### src/rtl/sccd_pkg.sv
package sccd_pkg;
  // ==========================================================
  // timing
  localparam int CLK_MHZ        = 100;
  localparam int REG_HOLD_US    = 20;
  localparam int REG_HOLD_CYC   = REG_HOLD_US * CLK_MHZ;
  localparam int POWERON_DELAY_TIMER_MIN_MS    = 2;
  localparam int POWERON_DELAY_TIMER_MIN_CYC   = POWERON_DELAY_TIMER_MIN_MS * 1000 * CLK_MHZ;
  // ==========================================================
  // register offsets and fields
  localparam logic [7:0] REG_CFG    = 8'h00;
  localparam logic [7:0] REG_CTRL   = 8'h04;
  localparam logic [7:0] REG_STATUS = 8'h08;
  localparam logic [7:0] REG_WDTCNT = 8'h0C;
  localparam int CTRL_SOFT_EN   = 0;
  localparam int CTRL_SW_REQ    = 1;
  localparam int CTRL_WDT_CLR   = 2;
  localparam int CTRL_FLAG_CLR  = 3;
  localparam int CTRL_NOSC_LSB  = 4;
  localparam logic [2:0] CTRL_NOSC_RST = 3'h0;
  // ==========================================================
  // oscillator source codes
  localparam logic [2:0] OSC_FRC_DIV = 3'h7;
  localparam logic [2:0] OSC_RSVD    = 3'h6;
  localparam logic [2:0] OSC_LOW_POWER_INTERNAL_RC    = 3'h5;
  localparam logic [2:0] OSC_SOSC    = 3'h4;
  localparam logic [2:0] OSC_PRI_PLL = 3'h3;
  localparam logic [2:0] OSC_PRI     = 3'h2;
  localparam logic [2:0] OSC_FRC_PLL = 3'h1;
  localparam logic [2:0] OSC_FRC     = 3'h0;
  // primary oscillator modes
  localparam logic [1:0] POSC_OFF = 2'h3;
  localparam logic [1:0] POSC_HS  = 2'h2;
  localparam logic [1:0] POSC_XT  = 2'h1;
  localparam logic [1:0] POSC_EXT = 2'h0;
  // watchdog prescale ratios
  localparam logic [7:0] WDT_PRE_LONG  = 8'h80;
  localparam logic [7:0] WDT_PRE_SHORT = 8'h20;
  // ==========================================================
  // nonvolatile configuration word
  typedef struct packed {
    logic       two_speed_start_sel;
    logic [2:0] initial_osc_source;
    logic [1:0] clock_switch_monitor_mode;
    logic       osc_out_pin_function;
    logic [1:0] primary_osc_mode;
    logic       watchdog_fuse_enable;
    logic       watchdog_window_disable;
    logic       pll_lock_wait;
    logic       watchdog_prescale_sel;
    logic [3:0] watchdog_postscale_sel;
    logic [2:0] poweron_timer_select;
    logic [1:0] debug_channel_select;
  } sccd_cfg_s;
  localparam int CFG_W = $bits(sccd_cfg_s);
endpackage

### src/rtl/sccd_top.sv
// Added by the designer: the address map and the APB interface to the registers.
module sccd_top import sccd_pkg::*; #(
  parameter int POWERON_DELAY_TIMER_BASE_CYC = POWERON_DELAY_TIMER_MIN_CYC,
  parameter int HOLD_CYC      = REG_HOLD_CYC
) (
  input  wire logic        pclk,
  input  wire logic        presetn,
  input  wire logic        psel,
  input  wire logic        penable,
  input  wire logic        pwrite,
  input  wire logic [7:0]  paddr,
  input  wire logic [31:0] pwdata,
  output logic [31:0]      prdata,
  output logic             pready,
  output logic             pslverr,
  input  wire sccd_cfg_s   cfg_i,
  input  wire logic        osc_ready_i,
  input  wire logic        pll_lock_i,
  input  wire logic        osc_fail_i,
  input  wire logic        power_resume_i,
  input  wire logic        low_power_internal_rc_clk_i,
  output logic             exec_enable,
  output logic [2:0]       cur_osc_source,
  output logic             fscm_enable,
  output logic [3:0]       primary_osc_onehot,
  output logic             second_oscillator_pin_o,
  output logic             second_oscillator_pin_oe,
  output logic             low_power_internal_rc_enable,
  output logic             wdt_running,
  output logic             wdt_reset,
  output logic [2:0]       debug_pair_sel,
  output logic             debug_sel_reserved
);
  typedef enum logic [1:0] {CS_IDLE, CS_WAIT_READY, CS_WAIT_LOCK} sccd_cs_e;
  localparam int NSYNC = 5;
  // ==========================================================
  // synchronisers for asynchronous inputs
  wire  [NSYNC-1:0] async_in = {low_power_internal_rc_clk_i, power_resume_i, osc_fail_i, pll_lock_i, osc_ready_i};
  logic [NSYNC-1:0] sync1_q, sync2_q;
  genvar gi;
  generate
    for (gi = 0; gi < NSYNC; gi++) begin : g_sync
      always_ff @(posedge pclk or negedge presetn) begin
        if (!presetn) begin
          sync1_q[gi] <= 1'b0;
          sync2_q[gi] <= 1'b0;
        end else begin
          sync1_q[gi] <= async_in[gi];
          sync2_q[gi] <= sync1_q[gi];
        end
      end
    end
  endgenerate
  wire ready_s = sync2_q[0];
  wire lock_s  = sync2_q[1];
  wire fail_s  = sync2_q[2];
  logic low_power_internal_rc_d1_q, resume_d1_q, resumed_q;
  wire low_power_internal_rc_tick  = sync2_q[4] && !low_power_internal_rc_d1_q;
  wire resume_rise = sync2_q[3] && !resume_d1_q;
  // ==========================================================
  // configuration latch, taken at first edge after reset release
  sccd_cfg_s cfg_q;
  logic      loaded_q;
  wire       load = !loaded_q;
  always_ff @(posedge pclk or negedge presetn) begin
    if (!presetn) begin
      loaded_q    <= 1'b0;
      low_power_internal_rc_d1_q   <= 1'b0;
      resume_d1_q <= 1'b0;
      resumed_q   <= 1'b0;
    end else begin
      loaded_q    <= 1'b1;
      low_power_internal_rc_d1_q   <= sync2_q[4];
      resume_d1_q <= sync2_q[3];
      resumed_q   <= resumed_q || resume_rise; // later holds skip the power-on delay
    end
  end
  always_ff @(posedge pclk or negedge presetn) begin
    if (!presetn) cfg_q <= '0;
    else if (load) cfg_q <= cfg_i;
  end
  // ==========================================================
  // field decode
  wire sw_enable   = !cfg_q.clock_switch_monitor_mode[1];
  wire mon_enable  = (cfg_q.clock_switch_monitor_mode == 2'h0);
  wire crystal     = (cfg_q.primary_osc_mode == POSC_XT) ||
                     (cfg_q.primary_osc_mode == POSC_HS);
  wire [31:0] por_cyc = (cfg_q.poweron_timer_select == 3'h0) ? 32'h0 :
      (32'(POWERON_DELAY_TIMER_BASE_CYC) << (cfg_q.poweron_timer_select - 3'h1));
  logic        soft_en_q, flag_q, fail_flag_q;
  wire wdt_en      = cfg_q.watchdog_fuse_enable || soft_en_q;
  // ==========================================================
  // APB slave: access phase answered on its second cycle
  logic [2:0]  nosc_q;
  wire         access  = psel && penable && !pready;
  wire         commit  = psel && penable && pready;
  wire         wr      = commit && pwrite && !pslverr;
  wire         hit     = (paddr == REG_CFG) || (paddr == REG_CTRL) ||
                         (paddr == REG_STATUS) || (paddr == REG_WDTCNT);
  wire         wr_ctrl = wr && (paddr == REG_CTRL);
  wire         sw_req  = wr_ctrl && pwdata[CTRL_SW_REQ];
  wire         wdt_clr = wr_ctrl && pwdata[CTRL_WDT_CLR];
  // a switch request may carry its own target in the same write
  wire [2:0]   nosc_d  = wr_ctrl ? pwdata[CTRL_NOSC_LSB +: 3] : nosc_q;
  logic [22:0] wdt_cnt;
  logic        wdt_rst;
  sccd_cs_e    cs_q;
  wire [31:0] status_w = {23'h0, flag_q, fail_flag_q, exec_enable, low_power_internal_rc_enable,
                          wdt_running, (cs_q != CS_IDLE), cur_osc_source};
  wire [31:0] rd_mux =
      (paddr == REG_CFG)    ? 32'(cfg_q) :
      (paddr == REG_CTRL)   ? {25'h0, nosc_q, 3'h0, soft_en_q} :
      (paddr == REG_STATUS) ? status_w :
      (paddr == REG_WDTCNT) ? {9'h0, wdt_cnt} : 32'h0;
  always_ff @(posedge pclk or negedge presetn) begin
    if (!presetn) begin
      pready  <= 1'b0;
      pslverr <= 1'b0;
      prdata  <= 32'h0;
    end else begin
      pready  <= access;
      pslverr <= access && !hit;
      prdata  <= (access && !pwrite) ? rd_mux : 32'h0;
    end
  end
  // control register; fuse makes the software enable ignore writes
  always_ff @(posedge pclk or negedge presetn) begin
    if (!presetn) begin
      soft_en_q <= 1'b0;
      nosc_q    <= CTRL_NOSC_RST;
    end else if (wr_ctrl) begin
      if (!cfg_q.watchdog_fuse_enable) soft_en_q <= pwdata[CTRL_SOFT_EN];
      nosc_q <= pwdata[CTRL_NOSC_LSB +: 3];
    end
  end
  // sticky watchdog reset flag; a new event beats the clear
  always_ff @(posedge pclk or negedge presetn) begin
    if (!presetn) flag_q <= 1'b0;
    else if (wdt_rst) flag_q <= 1'b1;
    else if (wr_ctrl && pwdata[CTRL_FLAG_CLR]) flag_q <= 1'b0;
  end
  // ==========================================================
  // oscillator switching and fail-safe monitor
  logic [2:0] tgt_q;
  logic       sw_done_q;
  wire tgt_pll  = (tgt_q == OSC_PRI_PLL) || (tgt_q == OSC_FRC_PLL);
  wire req_ok   = sw_enable && (nosc_d != OSC_RSVD) && (nosc_d != cur_osc_source);
  wire fail_sw  = mon_enable && fail_s && (cur_osc_source != OSC_FRC);
  always_ff @(posedge pclk or negedge presetn) begin
    if (!presetn) begin
      cs_q           <= CS_IDLE;
      cur_osc_source <= OSC_FRC;
      tgt_q          <= OSC_FRC;
      sw_done_q      <= 1'b0;
      fail_flag_q    <= 1'b0;
    end else begin
      sw_done_q <= 1'b0;
      if (load) begin
        tgt_q <= cfg_i.initial_osc_source;
        if (cfg_i.two_speed_start_sel && cfg_i.initial_osc_source != OSC_FRC) begin
          cur_osc_source <= OSC_FRC;
          cs_q           <= CS_WAIT_READY;
        end else begin
          cur_osc_source <= cfg_i.initial_osc_source;
        end
      end else if (fail_sw) begin
        cur_osc_source <= OSC_FRC;
        cs_q           <= CS_IDLE;
        fail_flag_q    <= 1'b1;
        sw_done_q      <= 1'b1;
      end else begin
        unique case (cs_q)
          CS_IDLE: if (sw_req && req_ok) begin
            tgt_q <= nosc_d;
            cs_q  <= CS_WAIT_READY;
          end
          CS_WAIT_READY: if (ready_s) begin
            if (tgt_pll && cfg_q.pll_lock_wait) cs_q <= CS_WAIT_LOCK;
            else begin
              cur_osc_source <= tgt_q;
              cs_q           <= CS_IDLE;
              sw_done_q      <= 1'b1;
            end
          end
          CS_WAIT_LOCK: if (lock_s) begin
            cur_osc_source <= tgt_q;
            cs_q           <= CS_IDLE;
            sw_done_q      <= 1'b1;
          end
          default: cs_q <= CS_IDLE;
        endcase
      end
    end
  end
  // ==========================================================
  // pin functions and decoded outputs
  logic clkdiv_q;
  always_ff @(posedge pclk or negedge presetn) begin
    if (!presetn) begin
      clkdiv_q                 <= 1'b0;
      second_oscillator_pin_o  <= 1'b0;
      second_oscillator_pin_oe <= 1'b0;
      fscm_enable              <= 1'b0;
      primary_osc_onehot       <= 4'h0;
      low_power_internal_rc_enable              <= 1'b0;
      wdt_running              <= 1'b0;
      debug_pair_sel           <= 3'h0;
      debug_sel_reserved       <= 1'b0;
    end else begin
      clkdiv_q                 <= !clkdiv_q;
      second_oscillator_pin_o  <= clkdiv_q && !crystal;
      second_oscillator_pin_oe <= loaded_q && !crystal && cfg_q.osc_out_pin_function;
      fscm_enable              <= loaded_q && mon_enable;
      primary_osc_onehot       <= loaded_q ? 4'(4'h1 << cfg_q.primary_osc_mode) : 4'h0;
      low_power_internal_rc_enable              <= loaded_q && wdt_en;
      wdt_running              <= loaded_q && wdt_en;
      debug_pair_sel           <= {cfg_q.debug_channel_select == 2'h1,
                                   cfg_q.debug_channel_select == 2'h2,
                                   cfg_q.debug_channel_select == 2'h3};
      debug_sel_reserved       <= loaded_q && (cfg_q.debug_channel_select == 2'h0);
    end
  end
  // ==========================================================
  // submodules
  sccd_startup_timer #(.HOLD_CYC(HOLD_CYC)) u_startup (
    .pclk       (pclk),
    .presetn    (presetn),
    .start      (load || resume_rise),
    .por_cycles ((resume_rise || resumed_q) ? 32'h0 : por_cyc),
    .done_q     (exec_enable)
  );
  sccd_watchdog u_wdt (
    .pclk        (pclk),
    .presetn     (presetn),
    .enable      (wdt_running),
    .tick        (low_power_internal_rc_tick),
    .clear       (wdt_clr),
    .restart     (sw_done_q || load),
    .pre_sel     (cfg_q.watchdog_prescale_sel),
    .post_sel    (cfg_q.watchdog_postscale_sel),
    .window_mode (!cfg_q.watchdog_window_disable),
    .reset_q     (wdt_rst),
    .count_q     (wdt_cnt)
  );
  assign wdt_reset = wdt_rst;
  // ==========================================================
  // checks
  a_cfg_stable: assert property (@(posedge pclk) disable iff (!presetn)
    loaded_q |=> $stable(cfg_q)) else $error("configuration changed");
  a_two_speed: assert property (@(posedge pclk) disable iff (!presetn)
    (load && cfg_i.two_speed_start_sel) |=> cur_osc_source == OSC_FRC)
    else $error("two-speed start not on FAST_INTERNAL_RC");
  a_direct_start: assert property (@(posedge pclk) disable iff (!presetn)
    (load && !cfg_i.two_speed_start_sel) |=> cur_osc_source == $past(cfg_i.initial_osc_source))
    else $error("direct start source wrong");
  a_fuse_wdt_on: assert property (@(posedge pclk) disable iff (!presetn)
    (loaded_q && cfg_q.watchdog_fuse_enable) |=> wdt_running && low_power_internal_rc_enable)
    else $error("fuse did not force watchdog");
  a_soft_wdt_off: assert property (@(posedge pclk) disable iff (!presetn)
    (loaded_q && !cfg_q.watchdog_fuse_enable && !soft_en_q) |=> !low_power_internal_rc_enable)
    else $error("LOW_POWER_INTERNAL_RC on with watchdog off");
  a_pll_lock_hold: assert property (@(posedge pclk) disable iff (!presetn)
    (cs_q == CS_WAIT_LOCK && !lock_s && !fail_sw) |=> $stable(cur_osc_source))
    else $error("PLL switch before lock");
  a_crystal_pin: assert property (@(posedge pclk) disable iff (!presetn)
    (loaded_q && crystal) |=> !second_oscillator_pin_oe)
    else $error("pin driven in crystal mode");
  a_no_switch: assert property (@(posedge pclk) disable iff (!presetn)
    (cs_q == CS_IDLE && !sw_enable && !load) |=> cs_q == CS_IDLE)
    else $error("switch while switching disabled");
  a_debug_pair: assert property (@(posedge pclk) disable iff (!presetn)
    (loaded_q && cfg_q.debug_channel_select == 2'h3) |=> debug_pair_sel == 3'h1)
    else $error("debug pair 1 not selected");
  c_two_speed_done: cover property (@(posedge pclk) disable iff (!presetn)
    cs_q == CS_WAIT_READY ##[1:50] sw_done_q);
  c_fail_safe: cover property (@(posedge pclk) disable iff (!presetn) fail_sw);
  c_wdt_reset: cover property (@(posedge pclk) disable iff (!presetn) wdt_rst);
  c_exec_on: cover property (@(posedge pclk) disable iff (!presetn) $rose(exec_enable));
endmodule

### src/rtl/sccd_startup_timer.sv
// regulator hold, then optional power-on delay, then execution allowed
module sccd_startup_timer import sccd_pkg::*; #(
  parameter int HOLD_CYC = REG_HOLD_CYC
) (
  input  wire logic        pclk,
  input  wire logic        presetn,
  input  wire logic        start,
  input  wire logic [31:0] por_cycles,
  output logic             done_q
);
  typedef enum logic [1:0] {ST_HOLD, ST_POR, ST_DONE} sccd_st_e;
  sccd_st_e    st_q;
  logic [31:0] cnt_q;
  wire hold_end = (cnt_q == 32'(HOLD_CYC - 1));
  wire por_end  = (cnt_q >= por_cycles - 32'h1) || (por_cycles == 32'h0);
  // ==========================================================
  // sequence; any start restarts the regulator hold
  always_ff @(posedge pclk or negedge presetn) begin
    if (!presetn) begin
      st_q   <= ST_HOLD;
      cnt_q  <= 32'h0;
      done_q <= 1'b0;
    end else if (start) begin
      st_q   <= ST_HOLD;
      cnt_q  <= 32'h0;
      done_q <= 1'b0;
    end else begin
      unique case (st_q)
        ST_HOLD: begin
          cnt_q <= hold_end ? 32'h0 : cnt_q + 32'h1;
          if (hold_end) st_q <= ST_POR;
        end
        ST_POR: begin
          cnt_q <= cnt_q + 32'h1;
          if (por_end) begin
            st_q   <= ST_DONE;
            done_q <= 1'b1;
          end
        end
        ST_DONE: done_q <= 1'b1;
        default: st_q <= ST_HOLD; // unused code falls back to the hold
      endcase
    end
  end
  // ==========================================================
  // checks
  a_hold_blocks: assert property (@(posedge pclk) disable iff (!presetn)
    start |=> !done_q [*8]) else $error("execution not held after start");
  a_hold_length: assert property (@(posedge pclk) disable iff (!presetn)
    (st_q == ST_HOLD && !start) |-> !done_q) else $error("done during hold");
endmodule

### src/rtl/sccd_watchdog.sv
// watchdog counter: prescale x postscale ticks, optional clear window
module sccd_watchdog import sccd_pkg::*; (
  input  wire logic        pclk,
  input  wire logic        presetn,
  input  wire logic        enable,
  input  wire logic        tick,
  input  wire logic        clear,
  input  wire logic        restart,
  input  wire logic        pre_sel,
  input  wire logic [3:0]  post_sel,
  input  wire logic        window_mode,
  output logic             reset_q,
  output logic [22:0]      count_q
);
  wire [7:0]  pre_div  = pre_sel ? WDT_PRE_LONG : WDT_PRE_SHORT;
  wire [22:0] period   = 23'(pre_div) << post_sel;
  wire [22:0] win_open = period - (period >> 2);
  wire early_clr = enable && clear && window_mode && (count_q < win_open);
  wire timeout   = enable && tick && (count_q == period - 23'h1);
  // ==========================================================
  // count; restart, clear or disable zero it
  always_ff @(posedge pclk or negedge presetn) begin
    if (!presetn) begin
      count_q <= 23'h0;
      reset_q <= 1'b0;
    end else begin
      reset_q <= early_clr || timeout;
      if (!enable || clear || restart || timeout) count_q <= 23'h0;
      else if (tick) count_q <= count_q + 23'h1;
    end
  end
  // ==========================================================
  // checks
  a_window_early: assert property (@(posedge pclk) disable iff (!presetn)
    early_clr |=> reset_q) else $error("early clear gave no reset");
  a_no_window: assert property (@(posedge pclk) disable iff (!presetn)
    (!window_mode && clear && !timeout) |=> !reset_q) else $error("reset outside window mode");
  a_prescale_pick: assert property (@(posedge pclk) disable iff (!presetn)
    (enable && tick && count_q == (23'(pre_sel ? 8'h80 : 8'h20) << post_sel) - 23'h1
     && !clear && !restart) |=> reset_q && count_q == 23'h0)
    else $error("timeout at wrong count");
endmodule

### config.mk
export PLATFORM = sky130hd
export DESIGN_NAME = sccd_top
export DESIGN_NICKNAME = d
export VERILOG_FILES = /design/src/rtl/sccd_pkg.sv /design/src/rtl/sccd_top.sv /design/src/rtl/sccd_startup_timer.sv /design/src/rtl/sccd_watchdog.sv
export SDC_FILE = /design/constraint.sdc
export NUM_CORES = 1
export LEC_CHECK = 0
export ABC_AREA = 1
export BUFFER_PORTS_ARGS = -buffer_cell sky130_fd_sc_hd__clkbuf_2
export CAP_MARGIN = 20
export CORE_MARGIN = 2
export CORE_UTILIZATION = 47
export CTS_CLUSTER_DIAMETER = 120
export CTS_CLUSTER_SIZE = 10
export DETAILED_ROUTE_END_ITERATION = 8
export PLACE_DENSITY = 0.64
export REMOVE_ABC_BUFFERS = 1
export SYNTH_ARGS = -nofsm -noshare
export SYNTH_HDL_FRONTEND = slang
export SYNTH_SLANG_ARGS = --single-unit
### constraint.sdc
create_clock -name pclk -period 7.6 [get_ports pclk]
set_input_delay 0 -clock pclk [delete_from_list [all_inputs] [get_ports pclk]]
set_output_delay 0 -clock pclk [all_outputs]
set_load 0.005 [all_outputs]
==> results.tsv, run 1 <==
metric	value	unit
status	completed	
fp.coreArea	21820	µm²
worstSetupPathType	register to register	
instances_no_fill	1838	
final_cell_mix	339 x nand2_1, 181 x inv_1, 148 x dfrtp_1	
ys_types	54	
seq_area_frac_synth	0.3545	
finClkSkew	0.01580	ns
finalHoldViolations	0	
root_buffer	clkbuf_16	
routed_via_density	5.341	
post_cts_buffers	0	
remaining_drc_errors	0	
synth_edf_count	0	
p_leak	0.006187	µW
dpl_worst_slack	3.173	ns
htreeDepth	4	
gr-total-overflow	0	
gp_congestion	0.9192	
fin_setup_tns	0	ns
cts-buffers-inserted	17	
synth.avg_cell_area	7.357	µm²
rsz0062_at_grt	no	
initial_core_util	0.4787	
dp_hpwl	22.60	mm
timing.slew.headroom	0.4483	
routed_wl	29.82	mm
row_count	54	
drt_iter0_drc	822	
dp_cells	1767	
hp-class	input pin to register	
port_buffers	89	
required	7.98	ns
clockBufferDepth	2	
syn_area	10450	µm²
fillers	2069	
max-vdd-ir-drop	0.1244	mV
cts.sinks	148	
yosysWarningCount	0	
nets	1700	
cp.arrival	4.92	ns
grt_max_degree	89	
io_pins	124	
path_max_fanout	13	
clkLatencyLatePin	0.44	ns
synth-async-reset-ratio	1.000	
drive_above_1_share	0.1156	
grt_pass1_wl	48.17	mm
timing.final.max_slew_violations	0	
cts_resized	0	
ant_nets	0	
tightest_slew	0.8275	ns
areaGrowthSynthToFinish	15.59	%
maxCapViolCount	0	
num_vias	9816	
die_x	153.1	µm
antenna_found_initial	1	
track_usage	0.2574	
cp-end-kind	register	
period_share	0.5977	
fmax	0.2202	GHz
period_needed	4.542	ns
setup_viol	0	
cts-hold-fix-buffers	37	
cts_tree	yes	
layout_commonest_cell	nand2_1	
synthFlopType	dfrtp_1	
powerDensity	188.9	nW/µm²
power	2282	µW
cp-start-kind	register	
synthCells	1420	
setup_ws	3.058	ns
ys_seq_elements	148	
first_pass_iters	7	
post_drt_wl_per_cell	16.23	µm
grt_pass1_vias	9301	
path_clk_slew	0.08	ns
die_area	23440	µm²
die_h	153.1	µm
flip-flops by register name (all words and copies together) (netlist names), 3 cells and up:
name and flops:
cfg_q 22, cur_osc_source 3, debug_pair_sel 3, nosc_q 3, prdata 23, primary_osc_onehot 4
sync1_q 5, tgt_q 3, u_startup.cnt_q 32, u_wdt.count_q 23
layer usage:
layer / global-route usage / up-vias / wire length [µm]
met3: 0.04877 / 30 / 2119
met2: 0.3831 / 327 / 12690
met4: 0.05820 / 0 / 497
met1: 0.3880 / 4554 / 14510
met5: 0 / - / 0
li1: - / 4905 / -
cells in the mapped netlist (3+ instances only):
cell      instances  area share
nand2_1         339        0.12
inv_1           181       0.065
dfrtp_1         148        0.35
nor2_1          146       0.052
a21oi_1          94       0.045
ha_1             84        0.10
nand3_1          83       0.040
o21ai_0          60       0.029
nor3_1           43       0.021
nand4_1          35       0.021
xor2_1           27       0.023
xnor2_1          18       0.015
clkbuf_1         14      0.0050
a211oi_1         12      0.0086
buf_4            10      0.0072
nor2_2           10      0.0060
nand2_2           9      0.0054
a31oi_1           7      0.0042
inv_2             7      0.0025
nor4_1            7      0.0042
buf_6             6      0.0065
nand3_2           6      0.0057
o22ai_1           6      0.0036
nor2_4            5      0.0054
nor3_2            5      0.0048
a21boi_0          4      0.0029
a221oi_1          4      0.0034
nand3b_1          4      0.0029
o211ai_1          4      0.0029
a22oi_1           3      0.0022
o31ai_1           3      0.0022
power by group:
group          switching, µW  internal, µW  total [µW]
clock                    418           446         865
combinational            355           196         551
sequential              42.3           824         866
cell type report:
class	instances	area, µm²	share of cell area
multi-input cells	1055	5828	0.4826
flip-flops and latches	148	3704	0.3067
repair buffers	131	857.1	0.07097
inverters	191	721.9	0.05978
clock buffers	17	425.4	0.03523
well taps	280	350.3	0.02901
clock inverters	15	187.7	0.01554
diodes	1	2.502	0.0002072
worst paths after layout:
kind                            slack [ns]       endpoint       start  depth (start not counted)
max in group asynchronous             6.13       cfg_q[9]     presetn                          3
worst min register to register        0.35         fail_s  sync1_q[2]                          0
worst min-delay path                  0.05        pslverr    paddr[3]                          4
worst max-delay path                  3.06  u_wdt.reset_q    cfg_q[7]                         21
worst max register to register        3.06  u_wdt.reset_q    cfg_q[7]                         21
min in group asynchronous             0.16     sync1_q[3]     presetn                          2
critical path: stages, from the launching register on:
cell,delay (ns)
dfrtp_1,0.64
inv_2,0.27
nand4_1,0.38
inv_1,0.14
ha_1,0.40
nand2_1,0.07
nor2_1,0.15
nand2_1,0.07
nand2_1,0.10
a21boi_0,0.15
o21ai_0,0.43
a21boi_0,0.22
o21ai_0,0.35
xnor2_1,0.17
ha_1,0.26
nand2_1,0.06
nor2_1,0.04
a211oi_1,0.15
o21ai_0,0.18
nand2_1,0.10
nand2_1,0.06
nand2_1,0.06
cells by family after synthesis:
logic type	synth area share
adders and majority gates	0.1006
AOI/OAI and AO/OA	0.1140
xor gates and xnor gates	0.03772
and+or+nand+nor	0.3014
other	0.0007188
DFF	0.3545
buffers and inverters	0.09102
metrics by stage:
step | area (µm²) | hold WS [ns] | utilization
6_report | 12080 | 0.05200 | 0.5534
5_1_grt | 12080 | 0.1174 | 0.5534
4_1_cts | 12070 | 0.04537 | 0.5530
3_5_place_dp | 11090 | 0.1105 | 0.5080
3_3_place_gp | 11090 | 0.1097 | 0.5080
2_1_floorplan | 10250 | -0.2956 | -
(Power assumes the default switching activity.)
==> run 2: changes to the inputs <==
- clock period: 7.6 -> 4.2 ns (I/O delays scaled with it)
==> results.tsv, run 2 (synthesized netlist as in run 1, its figures left out) <==
metric	value	unit
io_pins	124	
powerDensity	329.8	nW/µm²
finClkSkew	0.01419	ns
timing.slew.headroom	0.3642	
rr_endpoint	u_startup.st_q[0]	
grt_pass1_wl	49.36	mm
routed_wl	30.43	mm
multi_input_area	5838	µm²
nets	1711	
cp_slowest_cell	dfrtp_1	
maxCapViolCount	0	
cpMostUsedCell	nand2_1	
critical_path.top_delay_family	simple AND/OR/NAND/NOR gates	
cts_tree	yes	
grt_max_degree	83	
track_usage	0.2624	
first_pass_iters	7	
num_vias	9953	
cp-end-kind	register	
gp_congestion	0.9944	
rsz0062_at_grt	no	
hp-class	input pin to register	
areaGrowthSynthToFinish	15.81	%
timing.rr.start	cfg_q[2]	
die_h	153.1	µm
largest_register_ffs	32	
critPathMaxStageDelay	0.51	ns
hold_start	pwdata[1]	
max-vdd-ir-drop	0.1875	mV
p_leak	0.006211	µW
cp.arrival	4.15	ns
fp.coreArea	21820	µm²
root_buffer	clkbuf_16	
final_cell_mix	339 x nand2_1, 181 x inv_1, 148 x dfrtp_1	
largestRegisters	u_startup.cnt_q: 32 flops, prdata: 23 flops, u_wdt.count_q: 23 flops	
die_area	23440	µm²
period_needed	3.836	ns
worstSetupPathType	register to register	
required	4.51	ns
finalHoldViolations	0	
cts.sinks	148	
design_area	12100	µm²
remaining_drc_errors	0	
routed_via_density	5.389	
rrSetupSlack	0.36	ns
tightest_slew	0.9449	ns
period_share	0.9133	
antenna_cells	0	
fmax	0.2607	GHz
fin_setup_tns	0	ns
grt_pass1_vias	9484	
path_clk_slew	0.07	ns
antenna_found_initial	1	
setup_viol	0	
timing.hold.ws	0.1216	ns
r2r_cells	25	
post_cts_buffers	0	
status	completed	
fillers	2084	
row_count	54	
post_drt_wl_per_cell	16.48	µm
ff_latch_area	3704	µm²
layout_commonest_cell	nand2_1	
crit_buf_inv	3	
initial_core_util	0.4787	
clkLatencyLatePin	0.43	ns
drt_iter0_drc	890	
dp_hpwl	23.58	mm
power	3990	µW
drive_above_1_share	0.1225	
ant_nets	0	
port_buffers	89	
top_register	u_startup.cnt_q	
cp-start-kind	register	
clockBufferDepth	2	
path_max_fanout	8	
dpl-instance-area	11170	µm²
timing.final.max_slew_violations	0	
hold_path_end	tgt_q[0]	
min_path_cells	5	
gr-total-overflow	0	
die_x	153.1	µm
htreeDepth	4	
cts-buffers-inserted	17	
final_util	0.5544	
## run 2: power breakdown
group / switching [µW] / internal (µW)
clock: 653 / 767
sequential: 70.1 / 1490
combinational: 644 / 364
## run 2: final cells by class
class,instances,share of cell area
Multi-Input combinational cell,1055,0.4825
Clock buffer,17,0.03516
Clock inverter,14,0.009514
Timing Repair Buffer,142,0.07808
Sequential cell,148,0.3061
Inverter,191,0.05967
Tap cell,280,0.02896
## run 2: how the worst max path moves through the flow
stage             start                end  cells past startpoint
5_1_grt        cfg_q[2]  u_startup.st_q[0]                     25
4_1_cts        cfg_q[2]  u_startup.st_q[0]                     25
3_5_place_dp   cfg_q[2]  u_startup.st_q[1]                     25
2_1_floorplan  cfg_q[5]      u_wdt.reset_q                     23
6_report       cfg_q[2]  u_startup.st_q[0]                     25
3_3_place_gp   cfg_q[2]  u_startup.st_q[1]                     23
## run 2: what timing repair did
item                                   in CTS  in global routing
resized for setup                           0                  5
hold buffers                               38                  0
endpoints found under the hold margin     125                  0
setup endpoints to repair                   0                  4
## run 2: metrics by stage
step | setup WS [ns] | instances
after global placement | 0.3359 | 1778
after global routing | 0.008334 | 1847
final | 0.3642 | 1847
after CTS | 0.1942 | 1847
after detailed placement | 0.2344 | 1778
after floorplan | 0.7364 | 1394
## run 2: layer usage
metal  global-route usage  up-vias  wire length (µm)
met2               0.3816      344             12680
met5                    0        -                 0
met3              0.03771       40              2181
li1                     -     4920                 -
met1               0.4067     4649             15000
met4              0.06966        0               572
## run 2: worst reg2reg max path, delay by kind of cell, from the launching register on
family | cells | cell delay [ns]
AND/OR/NAND/NOR | 17 | 1.96
flip-flops | 1 | 0.51
AO/OA/AOI/OAI | 2 | 0.19
adder cells (fa/ha/maj) | 3 | 0.72
buffers and inverters | 3 | 0.38
==> run 3: changes to the inputs <==
- CORE_MARGIN: 2 -> 5
- REMOVE_ABC_BUFFERS: 1 -> unset
==> results.tsv, run 3 (synthesized netlist as in run 1, its figures left out) <==
metric	value	unit
finalHoldViolations	0	
fp.coreArea	21820	µm²
netSwitchingFraction	0.3302	
track_usage	0.2341	
row_count	54	
multi_input_area	5839	µm²
fin_setup_tns	0	ns
dp_hpwl	23.12	mm
htreeDepth	4	
fillers	2098	
p_seq_frac	0.386	
routed_wl	29.70	mm
period_needed	3.801	ns
final_cell_mix	339 x nand2_1, 180 x inv_1, 147 x dfrtp_1	
largestRegisters	u_startup.cnt_q: 32 flops, prdata: 23 flops, u_wdt.count_q: 23 flops	
cp.arrival	4.16	ns
grt_max_degree	77	
worstSetupPathType	register to register	
die_h	159.1	µm
clkPwrFrac	0.364	
timing.final.max_slew_violations	0	
path_clk_slew	0.06	ns
die_x	159.1	µm
ant_nets	0	
drive_above_1_share	0.1249	
first_pass_iters	5	
design_area	12130	µm²
num_vias	9855	
max-vdd-ir-drop	0.2537	mV
period_share	0.9051	
top_register	u_startup.cnt_q	
intPower	2698	µW
finClkSkew	0.01150	ns
cts.sinks	148	
grt_pass1_vias	9740	
initial_core_util	0.4787	
clockBufferDepth	2	
status	completed	
cp-start-kind	register	
die_area	25310	µm²
remaining_drc_errors	0	
antenna_cells	0	
cp-end-kind	register	
port_buffers	89	
path_max_fanout	13	
tightest_slew	0.7335	ns
nets	1712	
drt_iter0_drc	743	
maxCapViolCount	0	
timing.slew.headroom	0.5110	
combPwrFrac	0.250	
antenna_found_initial	1	
areaGrowthSynthToFinish	16.13	%
routed_via_density	5.330	
cts_tree	yes	
root_buffer	clkbuf_16	
hp-class	input pin to register	
power	4027	µW
layout_commonest_cell	nand2_1	
fmax	0.2631	GHz
grt_pass1_wl	49.03	mm
ff_latch_area	3705	µm²
largest_register_ffs	32	
timing.hold.ws	0.03242	ns
clkLatencyLatePin	0.42	ns
cts-buffers-inserted	17	
rsz0062_at_grt	no	
post_drt_wl_per_cell	16.06	µm
setup_viol	0	
min_path_cells	5	
p_switching	1330	µW
required	4.56	ns
gp_congestion	0.9067	
r2r_cells	20	
io_pins	124	
powerDensity	331.9	nW/µm²
gr-total-overflow	0	
dpl-instance-area	11180	µm²
p_leak	0.006225	µW
[run 3: what timing repair did]
item | CTS | global route
endpoints found under the hold margin | 119 | 0
endpoints found under the setup margin | 0 | 4
hold buffers | 37 | 0
buffers inserted | 0 | 0
gates resized for setup | 0 | 8
[run 3: worst paths after layout]
kind	startpoint	slack, ns	to
max	cfg_q[7]	0.40	u_wdt.reset_q
min in group asynchronous	presetn	0.19	u_startup.cnt_q[8]
min reg2reg	sync1_q[3]	0.35	sync2_q[3]
min	pwdata[2]	0.03	u_wdt.reset_q
max reg2reg	cfg_q[7]	0.40	u_wdt.reset_q
max in group asynchronous	presetn	2.98	u_wdt.count_q[13]
[run 3: layout make-up]
cell class | instances | area share
tap | 280 | 0.02887
multi-input combinational | 1055 | 0.4813
sequential | 148 | 0.3054
timing repair buffer | 143 | 0.07827
clock inverter | 13 | 0.01021
clock buffer | 19 | 0.03651
inverter | 191 | 0.05950
[run 3: power by group through the flow]
stage                     registers [µW]  clock network, µW  logic (µW)
final                               1560               1470        1010
after global routing                1560               1550        1150
after CTS                           1550               1490         999
after detailed placement            1580                  0         965
after global placement              1580                  0         954
after floorplan                     1560                  0         719
[run 3: layer usage]
| metal | part of all wire | GRT usage | up-vias | routed length (µm) |
|---|---|---|---|---|
| li1 | - | - | 4928 | - |
| met1 | 0.44 | 0.3038 | 4580 | 13050 |
| met2 | 0.48 | 0.3974 | 289 | 14180 |
| met3 | 0.056 | 0.04375 | 56 | 1676 |
| met4 | 0.026 | 0.07251 | 2 | 787 |
| met5 | 0.00044 | 0 | - | 13 |
[run 3: critical path, cell delays in order, from the launching register on]
cell and delay [ns]:
dfrtp_1 0.45, inv_2 0.25, nand2_1 0.17, nand3_2 0.13, buf_4 0.14, inv_1 0.05
ha_1 0.35, a21oi_1 0.16, o21ai_0 0.12, a21oi_1 0.13, nand2_1 0.12, a21oi_1 0.34
o21ai_0 0.21, a21oi_1 0.22, xor2_1 0.17, ha_1 0.26, a21oi_1 0.15, o211ai_1 0.09
nor2_1 0.11, nand2_1 0.06, nand2_1 0.06
[run 3: stage by stage]
step | util | setup WS, ns | cells
final | 0.5560 | 0.3986 | 1849
after CTS | 0.5554 | 0.1096 | 1849
after global routing | 0.5560 | 0.01736 | 1849
after floorplan | - | 0.7425 | 1428
after detailed placement | 0.5124 | 0.1384 | 1780
after global placement | 0.5124 | 0.1997 | 1780
